**src/hdl/ushdp_pkg.sv**
```systemverilog
// Package: register map, field positions, reset values and sizes of the shadow data port
package ushdp_pkg;
  // Shadow window: sixteen aliased word locations of the data port
  localparam logic [31:0] USHDP_SHADOW_BASE = 32'h50001030;
  localparam int USHDP_SHADOW_WORDS = 16;
  // Documented shadow aliases
  localparam logic [31:0] USHDP_SHADOW_DATA_11 = 32'h5000105C;
  localparam logic [31:0] USHDP_SHADOW_DATA_12 = 32'h50001060;
  // Primary data port and own control/status registers
  localparam logic [31:0] USHDP_PRIMARY_DATA = 32'h50001000;
  localparam logic [31:0] USHDP_FIFO_CONTROL = 32'h50001008;
  localparam logic [31:0] USHDP_LINE_STATUS = 32'h50001014;
  localparam logic [31:0] USHDP_IRQ_STATUS = 32'h50001080;
  localparam logic [31:0] USHDP_IRQ_MASK = 32'h50001084;
  // Field positions
  localparam int USHDP_FIFO_EN_BIT = 0;
  localparam int USHDP_IR_MODE_BIT = 1;
  localparam int USHDP_RX_READY_BIT = 0;
  localparam int USHDP_OE_BIT = 1;
  localparam int USHDP_TX_EMPTY_BIT = 5;
  // Interrupt status bits
  localparam int USHDP_EV_OVERRUN = 0;
  localparam int USHDP_EV_TX_DROP = 1;
  localparam int USHDP_EV_RX_AVAIL = 2;
  localparam int USHDP_EV_W = 3;
  // Reset values
  localparam logic [7:0] USHDP_DATA_RST = 8'h00;
  localparam logic [1:0] USHDP_CTRL_RST = 2'h0;
  // Default FIFO depth
  localparam int USHDP_FIFO_DEPTH = 16;
endpackage

```
**src/hdl/ushdp_top.sv**
```systemverilog
// Shadow receive/transmit data port of a UART with line status and interrupts
//
// Functional notes
// - Sixteen word aliases reach one data port
// - Read returns received byte in low bits
// - Read data valid only while data ready
// - FIFO off: new byte overwrites, flags overrun
// - FIFO on: read returns receive FIFO head
// - Full receive FIFO drops byte, flags overrun
// - Written byte goes to serial or IR output
// - FIFO off: single write clears holding empty
// - FIFO off: extra write replaces pending byte
// - FIFO on: accepts up to depth writes
// - Write to full transmit FIFO is discarded
//
// Behaviour at the bus
//   Every alias of the data port behaves like the primary data address.
//   A read of the data port returns the receive byte one cycle later and zero
//   in every other cycle, so with the FIFOs on a burst of reads yields a burst of bytes.
//   A write of the data port hands one byte to the serialiser side.
//   With the FIFOs off each direction holds one byte; with them on, each
//   direction queues up to FIFO_DEPTH bytes.
//   Toggling the FIFO enable bit discards all queued bytes in both directions;
//   software should change modes only while both directions are idle.
//   Line status overrun clears on a read of line status, but an overrun in that
//   same cycle keeps it set, so no lost byte goes unreported.
//   The slave never stalls the bus: every access completes in one cycle.
//
// Chosen here: the address-and-strobe port.
`timescale 1ns/1ps
module ushdp_top
  import ushdp_pkg::*;
#(
  parameter int FIFO_DEPTH = USHDP_FIFO_DEPTH
) (
  input wire logic MCLK,
  input wire logic RESETN,
  input wire logic CE,
  input wire logic [31:0] ADDR,
  input wire logic [31:0] WDATA,
  input wire logic WR,
  input wire logic RD,
  output logic [31:0] RDATA,
  input wire logic RX_VALID,
  input wire logic [7:0] RX_BYTE,
  output logic TX_VALID,
  output logic [7:0] TX_BYTE,
  input wire logic TX_READY,
  output logic IR_MODE,
  output logic IRQ
);
  // All state of the block except the two FIFOs in one record
  typedef struct packed {
    logic [31:0] rdata;
    logic fifo_en;
    logic ir_mode;
    logic [7:0] rx_buffer;
    logic rx_full;
    logic [7:0] tx_holding;
    logic tx_full;
    logic overrun;
    logic [USHDP_EV_W-1:0] irq_status;
    logic [USHDP_EV_W-1:0] irq_mask;
  } ushdp_state_t;

  // Registered state and the value it takes at the next enabled edge;
  // one record keeps reset and clock enable uniform across every field
  ushdp_state_t s_q;
  ushdp_state_t s_d;

  // Receive and transmit FIFO handshakes
  logic rxf_push;
  logic rxf_pop;
  logic [7:0] rxf_head;
  logic rxf_full;
  logic rxf_empty;
  logic txf_push;
  logic txf_pop;
  logic [7:0] txf_head;
  logic txf_full;
  logic txf_empty;
  logic fifo_flush;

  // Address decoders for the data port and registers
  logic hit_data;
  logic data_rd;
  logic data_wr;
  logic rx_ready; // Data ready as seen by software
  logic tx_hold_empty; // Holding empty as seen by software
  logic [7:0] rx_head;
  logic tx_accept;

  // Word-aligned address lies in the sixteen-word shadow window.
  // The offset wraps for addresses below the base, which is why the lower
  // bound is tested on its own rather than trusted to the offset compare.
  function automatic logic in_shadow(input logic [31:0] a);
    logic [31:0] off;
    off = a - USHDP_SHADOW_BASE;
    in_shadow = (a[1:0] == 2'h0) && (a >= USHDP_SHADOW_BASE)
      && (off[31:2] < 30'(USHDP_SHADOW_WORDS));
  endfunction

  // The primary address and all sixteen shadow words reach the same logic
  // aliases decoded
  assign hit_data = in_shadow(ADDR) || (ADDR == USHDP_PRIMARY_DATA);
  assign data_rd = RD && hit_data;
  assign data_wr = WR && hit_data;

  // Flags seen through line status
  // In FIFO mode both follow the fill levels, otherwise the single buffers
  assign rx_ready = s_q.fifo_en ? !rxf_empty : s_q.rx_full;
  assign tx_hold_empty = s_q.fifo_en ? txf_empty : !s_q.tx_full;
  assign rx_head = s_q.fifo_en ? rxf_head : s_q.rx_buffer;

  // Changing FIFO mode empties both FIFOs; a rewrite of the same mode keeps them,
  // so software may update the IR mode bit without losing queued bytes
  assign fifo_flush = WR && (ADDR == USHDP_FIFO_CONTROL)
    && (WDATA[USHDP_FIFO_EN_BIT] != s_q.fifo_en);

  // full FIFO ignores push
  // The FIFO refuses a push while full unless its head leaves in the same
  // cycle, so the queued bytes are never overwritten
  assign rxf_push = s_q.fifo_en && RX_VALID;
  assign rxf_pop = s_q.fifo_en && data_rd;
  // Single-buffer writes bypass the FIFO and land in the holding register
  // queue up to depth
  assign txf_push = s_q.fifo_en && data_wr;
  // Serialiser consumes one byte per handshake
  // A stalled serialiser simply leaves TX_VALID up; nothing here times out
  assign tx_accept = TX_VALID && TX_READY;
  assign txf_pop = s_q.fifo_en && tx_accept;

  // Both FIFOs share the mode flush so the two directions change mode together
  // Receive FIFO
  ushdp_fifo #(
    .DEPTH(FIFO_DEPTH)
  ) u_rx_fifo (
    .clk(MCLK),
    .rst_n(RESETN),
    .ce(CE),
    .flush(fifo_flush),
    .push(rxf_push),
    .wdata(RX_BYTE),
    .pop(rxf_pop),
    .head(rxf_head),
    .full(rxf_full),
    .empty(rxf_empty)
  );

  // Transmit FIFO
  ushdp_fifo #(
    .DEPTH(FIFO_DEPTH)
  ) u_tx_fifo (
    .clk(MCLK),
    .rst_n(RESETN),
    .ce(CE),
    .flush(fifo_flush),
    .push(txf_push),
    .wdata(WDATA[7:0]),
    .pop(txf_pop),
    .head(txf_head),
    .full(txf_full),
    .empty(txf_empty)
  );

  // Next-state logic for registers, flags and read data
  always_comb begin
    logic [USHDP_EV_W-1:0] ev;
    logic ovr;
    ev = '0;
    ovr = 1'b0;
    // Hold all state by default; read data falls back to zero every cycle
    s_d = s_q;
    s_d.rdata = 32'h00000000;

    // Receive side, single buffer mode
    // A read and a new byte in one cycle: the new byte stays, with no overrun
    if (!s_q.fifo_en) begin
      if (data_rd) begin
        s_d.rx_full = 1'b0;
      end
      if (RX_VALID) begin
        s_d.rx_buffer = RX_BYTE;
        s_d.rx_full = 1'b1;
        ovr = s_q.rx_full && !data_rd;
      end
    end else if (RX_VALID && rxf_full && !rxf_pop) begin
      // byte lost, overrun
      // A pop in the same cycle frees a slot, so that byte is kept instead
      ovr = 1'h1;
    end

    // Transmit side, single holding mode
    // Hand-off and a new write in one cycle: the new byte becomes pending
    if (!s_q.fifo_en) begin
      if (tx_accept) begin
        s_d.tx_full = 1'b0;
      end
      if (data_wr) begin
        // write clears empty; later write replaces byte
        s_d.tx_holding = WDATA[7:0];
        s_d.tx_full = 1'b1;
      end
    end
    // full FIFO write lost
    // A pop in the same cycle frees a slot, so that write is kept instead
    if (s_q.fifo_en && data_wr && txf_full && !txf_pop) begin
      ev[USHDP_EV_TX_DROP] = 1'b1;
    end

    // Register writes other than the data port
    // Line status is read-only; writes to it fall through to the default
    if (WR) begin
      case (ADDR)
        USHDP_FIFO_CONTROL: begin
          s_d.fifo_en = WDATA[USHDP_FIFO_EN_BIT];
          // The IR mode bit only selects the line; the data path is shared
          s_d.ir_mode = WDATA[USHDP_IR_MODE_BIT];
          // Mode change discards the single buffers too
          if (WDATA[USHDP_FIFO_EN_BIT] != s_q.fifo_en) begin
            s_d.rx_full = 1'b0;
            s_d.tx_full = 1'b0;
          end
        end
        USHDP_IRQ_MASK: s_d.irq_mask = WDATA[USHDP_EV_W-1:0];
        default: begin
        end
      endcase
    end

    // Reads: overrun flag clears on status read, data one cycle later
    // Only one address is decoded per cycle, so RDATA carries a single source
    if (RD) begin
      if (hit_data) begin
        // byte in low bits; zero when not ready
        s_d.rdata = {24'h000000, rx_ready ? rx_head : 8'h00};
      end else begin
        case (ADDR)
          USHDP_FIFO_CONTROL: begin
            s_d.rdata[USHDP_FIFO_EN_BIT] = s_q.fifo_en;
            s_d.rdata[USHDP_IR_MODE_BIT] = s_q.ir_mode;
          end
          USHDP_LINE_STATUS: begin
            s_d.rdata[USHDP_RX_READY_BIT] = rx_ready;
            s_d.rdata[USHDP_OE_BIT] = s_q.overrun;
            s_d.rdata[USHDP_TX_EMPTY_BIT] = tx_hold_empty;
            s_d.overrun = 1'b0;
          end
          USHDP_IRQ_STATUS: s_d.rdata[USHDP_EV_W-1:0] = s_q.irq_status;
          USHDP_IRQ_MASK: s_d.rdata[USHDP_EV_W-1:0] = s_q.irq_mask;
          // Unmapped addresses read zero
          default: begin
          end
        endcase
      end
    end

    // Events: set wins over clear,
    // so an event that lands in the cycle of its clear is still reported;
    // software that clears and re-reads sees it again rather than losing it
    ev[USHDP_EV_OVERRUN] = ovr;
    ev[USHDP_EV_RX_AVAIL] = RX_VALID;
    if (ovr) begin
      s_d.overrun = 1'b1;
    end
    if (WR && ADDR == USHDP_IRQ_STATUS) begin
      s_d.irq_status = s_q.irq_status & ~WDATA[USHDP_EV_W-1:0];
    end
    s_d.irq_status = s_d.irq_status | ev;
  end

  // State register, frozen while the clock enable is low
  // Freezing the FIFOs as well keeps a paused block exactly where it stopped
  always_ff @(posedge MCLK or negedge RESETN) begin
    if (!RESETN) begin
      s_q.rdata <= 32'h00000000;
      s_q.fifo_en <= USHDP_CTRL_RST[0];
      s_q.ir_mode <= USHDP_CTRL_RST[1];
      s_q.rx_buffer <= USHDP_DATA_RST;
      s_q.rx_full <= 1'b0;
      s_q.tx_holding <= USHDP_DATA_RST;
      s_q.tx_full <= 1'b0;
      s_q.overrun <= 1'b0;
      s_q.irq_status <= '0;
      s_q.irq_mask <= '0;
    end else if (CE) begin
      s_q <= s_d;
    end
  end

  // byte to serialiser, mode selects serial or IR line
  // TX_VALID is a handshake and may be combinational; the byte comes from flops
  // RDATA is registered, so a read costs exactly one cycle of latency
  assign TX_VALID = s_q.fifo_en ? !txf_empty : s_q.tx_full;
  assign TX_BYTE = s_q.fifo_en ? txf_head : s_q.tx_holding;
  assign IR_MODE = s_q.ir_mode;
  assign RDATA = s_q.rdata;
  // Level interrupt while any unmasked event is pending
  assign IRQ = |(s_q.irq_status & s_q.irq_mask);
endmodule

```
**src/hdl/ushdp_fifo.sv**
```systemverilog
// Byte FIFO with head output, used for both directions of the data port
`timescale 1ns/1ps
module ushdp_fifo
  import ushdp_pkg::*;
#(
  parameter int DEPTH = USHDP_FIFO_DEPTH,
  parameter int AW = $clog2(DEPTH)
) (
  input wire logic clk,
  input wire logic rst_n,
  input wire logic ce,
  input wire logic flush,
  input wire logic push,
  input wire logic [7:0] wdata,
  input wire logic pop,
  output logic [7:0] head,
  output logic full,
  output logic empty
);
  // Storage array
  logic [7:0] mem [DEPTH];
  logic [AW-1:0] wp_q;
  logic [AW-1:0] rp_q;
  logic [AW:0] cnt_q;
  logic do_push;
  logic do_pop;

  assign full = (cnt_q == (AW+1)'(DEPTH));
  assign empty = (cnt_q == '0);
  assign head = mem[rp_q];
  // Push when full is dropped unless the head leaves in the same cycle:
  // queued data is left intact either way
  assign do_pop = pop && !empty;
  assign do_push = push && (!full || do_pop);

  // Write array; no reset needed on data
  always_ff @(posedge clk) begin
    if (ce && do_push && !flush) begin
      mem[wp_q] <= wdata;
    end
  end

  // Pointers and fill level
  always_ff @(posedge clk or negedge rst_n) begin
    if (!rst_n) begin
      wp_q <= '0;
      rp_q <= '0;
      cnt_q <= '0;
    end else if (ce) begin
      if (flush) begin
        wp_q <= '0;
        rp_q <= '0;
        cnt_q <= '0;
      end else begin
        if (do_push) begin
          wp_q <= (wp_q == AW'(DEPTH-1)) ? '0 : wp_q + 1'b1;
        end
        if (do_pop) begin
          rp_q <= (rp_q == AW'(DEPTH-1)) ? '0 : rp_q + 1'b1;
        end
        cnt_q <= cnt_q + (AW+1)'(do_push) - (AW+1)'(do_pop);
      end
    end
  end
endmodule

```
**config.mk**
```make
export PLATFORM = sky130hd
export DESIGN_NAME = ushdp_top
export DESIGN_NICKNAME = d
export VERILOG_FILES = /design/src/hdl/ushdp_pkg.sv /design/src/hdl/ushdp_top.sv /design/src/hdl/ushdp_fifo.sv
export SDC_FILE = /design/constraint.sdc
export NUM_CORES = 1
export LEC_CHECK = 0
export BUFFER_PORTS_ARGS = -buffer_cell sky130_fd_sc_hd__buf_2
export CAP_MARGIN = 5
export CORE_MARGIN = 4
export CORE_UTILIZATION = 30
export DETAILED_ROUTE_END_ITERATION = 10
export PLACE_DENSITY_LB_ADDON = 0.08
export SYNTH_ARGS = -nofsm -noshare
export SYNTH_HDL_FRONTEND = slang
export SYNTH_SLANG_ARGS = --single-unit
```
**constraint.sdc**
```tcl
create_clock -name MCLK -period 3.75 [get_ports MCLK]
set_clock_uncertainty 0.05 [all_clocks]
set_input_delay 0.375 -clock MCLK [delete_from_list [all_inputs] [get_ports MCLK]]
set_output_delay 0.375 -clock MCLK [all_outputs]
set_load 0.02 [all_outputs]
```
Yosys cells after proc, flatten, opt, wreduce, memory -nomap -nowiden
Memory sizes are Yosys's and may differ from the RTL's.
Index checks and enable logic that the tools add are counted.
Widths: inputs -> output; s select.
- add/subtract/negate cells: 9
- magnitude comparators: 2
- eq/ne operators: 13
- muxes and demuxes: 53
- bitwise logic cells: 5
- reduce and logical (&&, ||, !) cells: 56
- operator list (operator ; number):
    $eq 32x31->1 const B ; 5
    $mux 4 ; 12
    $ge 32x31->1 const B ; 1
    $mux 8 ; 4
    $sub 32x31->32 const B ; 1
    $lt 30x5->1 const B ; 1
    $mux 1 ; 29
    $logic_and 1x1->1 ; 25
    $add 4x1->4 const B ; 4
    $eq 4x4->1 const B ; 4
    $reduce_and 3->1 ; 4
    $reduce_bool 2->1 ; 6
    $add 5x1->5 ; 2
    $eq 5x5->1 const B ; 2
    $logic_not 5->1 ; 2
    $mux 5 ; 2
    $sub 5x1->5 ; 2
    $logic_not 1->1 ; 9
    $pmux 2 s4 ; 1
    $reduce_and 2->1 ; 4
    $and 3x3->3 ; 2
    $mux 3 ; 2
    $mux 2 ; 2
    $reduce_and 4->1 ; 1
    9 further kinds ; 11
- flip-flop bits (word level): 85
- RAM bits: 256
- input bits: 79
- output and inout port bits: 43
- word-level logic and storage cells: 156
- memories: 2
- memories (memory ; words ; width ; read ports ; clocked after Yosys merged registers in ; wr ports ; RTL line ; text):
    u_rx_fifo.mem ; 16 ; 8 ; 1 ; 0 ; 1 ; ushdp_fifo.sv:21 ; logic [7:0] mem [DEPTH];
    u_tx_fifo.mem ; 16 ; 8 ; 1 ; 0 ; 1 ; ushdp_fifo.sv:21 ;

Depth between registers and ports, before layout
- word-level depth: 13
- depth in mapped cells: 20
- gate-level depth less buffers: 20

By module
From an unflattened synthesis, not the netlist that was laid out.
- cells, all modules: 988
- area total of the unflattened synthesis: 14651.6 um^2
- by module, submodules not included (module ; instances ; cells an instance ; area an instance (um^2) ; sequential area each (um^2)):
    ushdp_fifo at u_rx_fifo ; 1 ; 355 ; 6047.0 ; 4169.0
    ushdp_fifo at u_tx_fifo ; 1 ; 355 ; 5993.2 ; 4169.0
    ushdp_top ; 1 ; 278 ; 2611.3 ; 875.8

Least setup slack after synthesis
Ideal clock, no wire load.
- path kind: input -> register
- start: in ADDR[14]
- end: reg u_rx_fifo.cnt_q[4]
- library setup time: 127 ps
- arrival: 3667 ps
- required time: 3573 ps
- path slack: -94 ps
- stages: 19
- buffers on the path: 0
- cell sequence: or3_1 -> a211o_1 -> or4_1 -> nor4_1 -> a31oi_1 -> nor2_1 -> ha_1 -> inv_1 -> ha_1 -> inv_1 -> fa_1 -> inv_1 -> a21oi_1 -> nor2_1 -> nor2_1 -> xnor2_1 -> o21ai_0 -> nand2_1 -> o21ai_0
- cells in the longest elaborated chain, start to end: 12
- elaborated cells between the ends (all ways): 18
- classes of those cells: 3 x add/sub; 2 x order compare; 2 x eq/ne; 1 x mux; 10 x reduce/logical
- RTL lines (what ; RTL line ; text):
    start, declared ; ushdp_top.sv:39 ; input wire logic [31:0] ADDR,
    $sub 32x31->32 or $ge 32x31->1 (tied branches) ; ushdp_top.sv:98, ushdp_top.sv:99 ;
    $lt 30x5->1 or $logic_and 1x1->1 (tied branches) ; ushdp_top.sv:100, ushdp_top.sv:99 ;
    $logic_and 1x1->1 ; ushdp_top.sv:100 ; && (off[31:2] < 30'(USHDP_SHADOW_WORDS));
    $logic_or 1x1->1 ; ushdp_top.sv:105 ; assign hit_data = in_shadow(ADDR) || (ADDR == USHDP_PRIMARY_DATA);
    $logic_and 1x1->1 ; ushdp_top.sv:106 ; assign data_rd = RD && hit_data;
    $logic_and 1x1->1 ; ushdp_top.sv:124 ; assign rxf_pop = s_q.fifo_en && data_rd;
    $logic_and 1x1->1 ; ushdp_fifo.sv:33 ; assign do_pop = pop && !empty;
    $logic_or 1x1->1 ; ushdp_fifo.sv:34 ; assign do_push = push && (!full || do_pop);
    $logic_and 1x1->1 ; ushdp_fifo.sv:34 ;
    $add 5x1->5 ; ushdp_fifo.sv:61 ; cnt_q <= cnt_q + (AW+1)'(do_push) - (AW+1)'(do_pop);
    $sub 5x1->5 ; ushdp_fifo.sv:61 ;
    $mux 5 * ; ushdp_fifo.sv:50 ; if (flush) begin
    end signal, assigned ; ushdp_fifo.sv:61 ;
    end, declared ; ushdp_fifo.sv:24 ; logic [AW:0] cnt_q;
Mark *: on every way between the ends. The rest lies on a longest branch, timed or not.
A chain may end at the register's enable or synchronous reset.

Final worst setup path
- start: reg u_tx_fifo.cnt_q[3]
- end: reg u_tx_fifo.cnt_q[4]
- cells in the longest elaborated chain, start to end: 11
- elaborated cells between the ends (all ways): 13
- classes of those cells: 2 x add/sub; 1 x eq/ne; 2 x mux; 8 x reduce/logical
- RTL lines (what ; RTL line ; text):
    start, declared ; ushdp_fifo.sv:24 ;
    start signal, assigned ; ushdp_fifo.sv:61 ;
    $logic_not 5->1 ; ushdp_fifo.sv:29 ; assign empty = (cnt_q == '0);
    $logic_not 1->1 ; ushdp_top.sv:294, ushdp_fifo.sv:33 ;
    $mux 1 ; ushdp_top.sv:294 ; assign TX_VALID = s_q.fifo_en ? !txf_empty : s_q.tx_full;
    $logic_and 1x1->1 ; ushdp_top.sv:130 ; assign tx_accept = TX_VALID && TX_READY;
    $logic_and 1x1->1 ; ushdp_top.sv:131 ; assign txf_pop = s_q.fifo_en && tx_accept;
    $logic_and 1x1->1 ; ushdp_fifo.sv:33 ;
    $logic_or 1x1->1 ; ushdp_fifo.sv:34 ;
    $logic_and 1x1->1 ; ushdp_fifo.sv:34 ;
    $add 5x1->5 ; ushdp_fifo.sv:61 ;
    $sub 5x1->5 * ; ushdp_fifo.sv:61 ;
    $mux 5 * ; ushdp_fifo.sv:50 ;
Marks and branches as above.

==> summary.md <==
| Metric | Value |
|---|---|
| P_leak | 6.40 nW |
| Startpoint types | register |
| CTS root buf | clkbuf_16 |
| Worst R2R Path Depth | 17 |
| PD cells | 464 nW/µm² |
| Dpl ws | -0.286 ns |
| Gr ovfl total | 0 |
| Register area share after synthesis | 0.641 |
| Filler instances | 4482 |
| Yosys warns | 0 |
| Top FF cell, synth | edfxtp_1 |
| Area leader, netlist | edfxtp_1 |
| Mean Syn Cell Area | 14.3 µm² |
| Crit Path Class | register to register |
| DR vias | 8888 |
| Vert. Die Dim | 227 µm |
| # Max-Cap Violations | 0 |
| Crit Path Max Fanout | 3 |
| Initial Utilization | 0.306 |
| Status | complete, no violations |
| Site row count | 79 |
| FF-to-FF Start | u_tx_fifo.cnt_q[3]$_DFFE_PN0P_ |
| Nets@finish | 1274 |
| CTS clk-pin slew, worst paths | 0.05 ns |
| I/O pin total | 122 |
| Clock tree buffer depth | 3 |
| VDD IR max | 0.319 mV |
| Top cell type's share of synthesized area | 0.534 |
| Post-Route WL | 38200 µm |
| CTS Buf Count | 40 |
| Worst Hold Class | primary input to register |
| Async SR Flop Fraction | 0.192 |
| # H-tree levels | 2 |
| Largest net degree at the start of global routing | 42 |
| Critical Path AT | 3.86 ns |
| Clock power share | 0.451 |
| Hpwl dp | 26900 µm |
| Antenna violations before repair | 1 |
| Crit. End Element | register |
| Synth Register Bits | 317 |
| Combinational share of power | 0.068 |
| Synth area leaders | edfxtp_1, dfrtp_1, mux4_2 |
| Cell-internal power | 0.00627 W |
| Final GP Congestion | 0.781 |
| Postcts setup bufs | 0 |
| Psw | 0.00184 W |
| Antenna-violating nets left | 0 |
| CTS sink count | 317 |
| Worst setup margin | 0.268 ns |
| Share of cells above drive strength 1 | 0.269 |
| Vias in the first global route | 9038 |
| Commonest non-fill, non-tap cell in the layout | edfxtp_1 |
| Global-route wire length before repair | 58100 µm |
| Post-Syn Area | 14400 µm² |
| GRT Util Overall | 0.149 |
| Commonest cells after routing, fill and taps aside | edfxtp_1, buf_4, buf_2 |
| Die width | 227 µm |
| Reg2reg setup slack | 0.27 ns |
| Slew headroom | 0.309 |
| Drc violations | 0 |
| Worst-Skew Late Latency | 0.55 ns |
| Slew Limit Fails | 0 |
| CP endpoint | u_tx_fifo.cnt_q[4]$_DFFE_PN0P_ |
| TritonRoute pass-1 iters | 5 |
| I/O Buffers | 73 |
| Final Hold Fails | 0 |
| RSZ-0062 raised after global routing | no |
| Yosys cell types | 73 |
| Worst setup startpoint | u_tx_fifo.cnt_q[3]$_DFFE_PN0P_ |
| Cell count after synthesis | 1003 |
| Initial detailed-routing violation count | 465 |
| Die area | 51500 µm² |
| Final setup vio count | 0 |
| CTS tree | done |
| Pwr Total | 0.00812 W |
| End of the worst register-to-register path | u_tx_fifo.cnt_q[4]$_DFFE_PN0P_ |
| Fmax achieved | 0.287 GHz |
| Flop pwr share | 0.480 |
| Switch share | 0.227 |
| Post-synth EDFFs | 256 |
| Crit path time final | 3.48 ns |
| Routed WL per cell | 21.1 µm |
| Syn-to-layout area delta | 21.5% |
| Vias/cell | 4.91 |
| Floorplan Core Area | 47000 µm² |
| Critical Path RT | 4.13 ns |
| Worst-margin pin slew | 1.03 ns |
| Tcrit/Tclk final | 0.929 |
[area by class of cell]
| cell class | instances | area, µm² | share of cell area |
|---|---|---|---|
| Tap cell | 607 | 759 | 0.0435 |
| Inverter | 39 | 146 | 0.00838 |
| Clock buffer | 53 | 1090 | 0.0625 |
| Multi-Input combinational cell | 598 | 4740 | 0.271 |
| Timing Repair Buffer | 175 | 1360 | 0.0779 |
| Antenna cell | 1 | 2.50 | 0.000143 |
| Sequential cell | 317 | 9220 | 0.527 |
| Clock inverter | 19 | 165 | 0.00945 |
[routing by layer]
| layer | wire (µm) | global-route usage | share of wire |
|---|---|---|---|
| met5 | 0 | 0 | 0 |
| met4 | 882 | 0.0433 | 0.023 |
| met3 | 1500 | 0.0273 | 0.039 |
| met2 | 19000 | 0.255 | 0.50 |
| met1 | 16800 | 0.196 | 0.44 |
[worst min-delay path by stage]
stage,from,endpoint,slack [ns],depth (start not counted)
6_report,RD,RDATA[5]$_DFFE_PN0P_,0.09,2
5_1_grt,RD,RDATA[5]$_DFFE_PN0P_,0.09,2
4_1_cts,RD,RDATA[5]$_DFFE_PN0P_,0.05,2
3_5_place_dp,RESETN,s_q[20]$_DFFE_PN0P_,0.42,1
3_3_place_gp,RESETN,s_q[20]$_DFFE_PN0P_,0.42,1
2_1_floorplan,RESETN,IR_MODE$_DFFE_PN0P_,0.03,0
[through the flow]
step	hold slack (ns)	util	cells	TNS, ns	area, µm²
after CTS	0.0476	0.372	1808	0	17500
after detailed placement	0.417	0.345	1735	-0.405	16200
after global placement	0.417	0.345	1735	-0.284	16200
final	0.0871	0.372	1809	0	17500
after global routing	0.0851	0.372	1809	0	17500
after floorplan	0.0294	-	1026	0	14500
[critical path, cell delays in order, from the launching register on]
cell and delay [ns]:
dfrtp_1 0.38, inv_1 0.10, ha_1 0.17, or3b_2 0.51
nor2_1 0.12, a21oi_1 0.11, nand3_1 0.19, inv_2 0.11
ha_1 0.29, inv_1 0.04, ha_1 0.22, fa_1 0.39
a21oi_1 0.16, o21bai_1 0.09, xnor2_1 0.18, o21ai_0 0.09
nand2_1 0.09, o21ai_0 0.07
[synth_stat cells, drive strengths merged, types with 7 or more instances]
cell type,n
a21o,7
nand2,50
a21oi,50
and3,14
o221ai,20
and2,12
o22ai,14
nor2,32
a22oi,9
nor4,19
edfxtp,256
or3,7
o21ai,40
mux2,38
buf,49
nand3,22
mux2i,56
nor3,29
clkbuf,23
inv,38
dfrtp,61
mux4,32
and4,7
ha,22
[power groups by stage]
stage | Sequential [W] | Clock, W | Combinational [W]
finish | 0.00390 | 0.00366 | 0.000554
detailed placement | 0.00397 | 0 | 0.000558
floorplan | 0.00396 | 0 | 0.000361
global placement | 0.00397 | 0 | 0.000560
CTS | 0.00390 | 0.00378 | 0.000561
global route | 0.00391 | 0.00392 | 0.000636
[timing repair]
| item | in CTS | in global routing |
|---|---|---|
| endpoints found under the setup margin | 0 | 2 |
| hold endpoints to repair | 40 | 0 |
| hold buffers | 1 | 0 |
| gates resized for setup | 0 | 3 |
[state kept, by name, indices dropped and copies added (netlist names)]
register	flops
IR_MODE	1
u_rx_fifo.rp_q	4
u_tx_fifo.wp_q	4
u_rx_fifo.mem	128
u_rx_fifo.wp_q	4
u_tx_fifo.mem	128
u_tx_fifo.rp_q	4
u_tx_fifo.cnt_q	5
u_rx_fifo.cnt_q	5
RDATA	8
s_q	26
[logic make-up after synthesis]
kind of cell / after synthesis / synth area share
AO/OA/AOI/OAI: 192 / 0.0893
XOR/XNOR: 7 / 0.00426
adder cells (fa/ha/maj): 24 / 0.0219
buffers and inverters: 111 / 0.0378
flip-flops: 317 / 0.641
multiplexers: 126 / 0.119
other: 1 / 0.000261
AND/OR/NAND/NOR: 225 / 0.0870
Power figures use the tool's default switching activity.
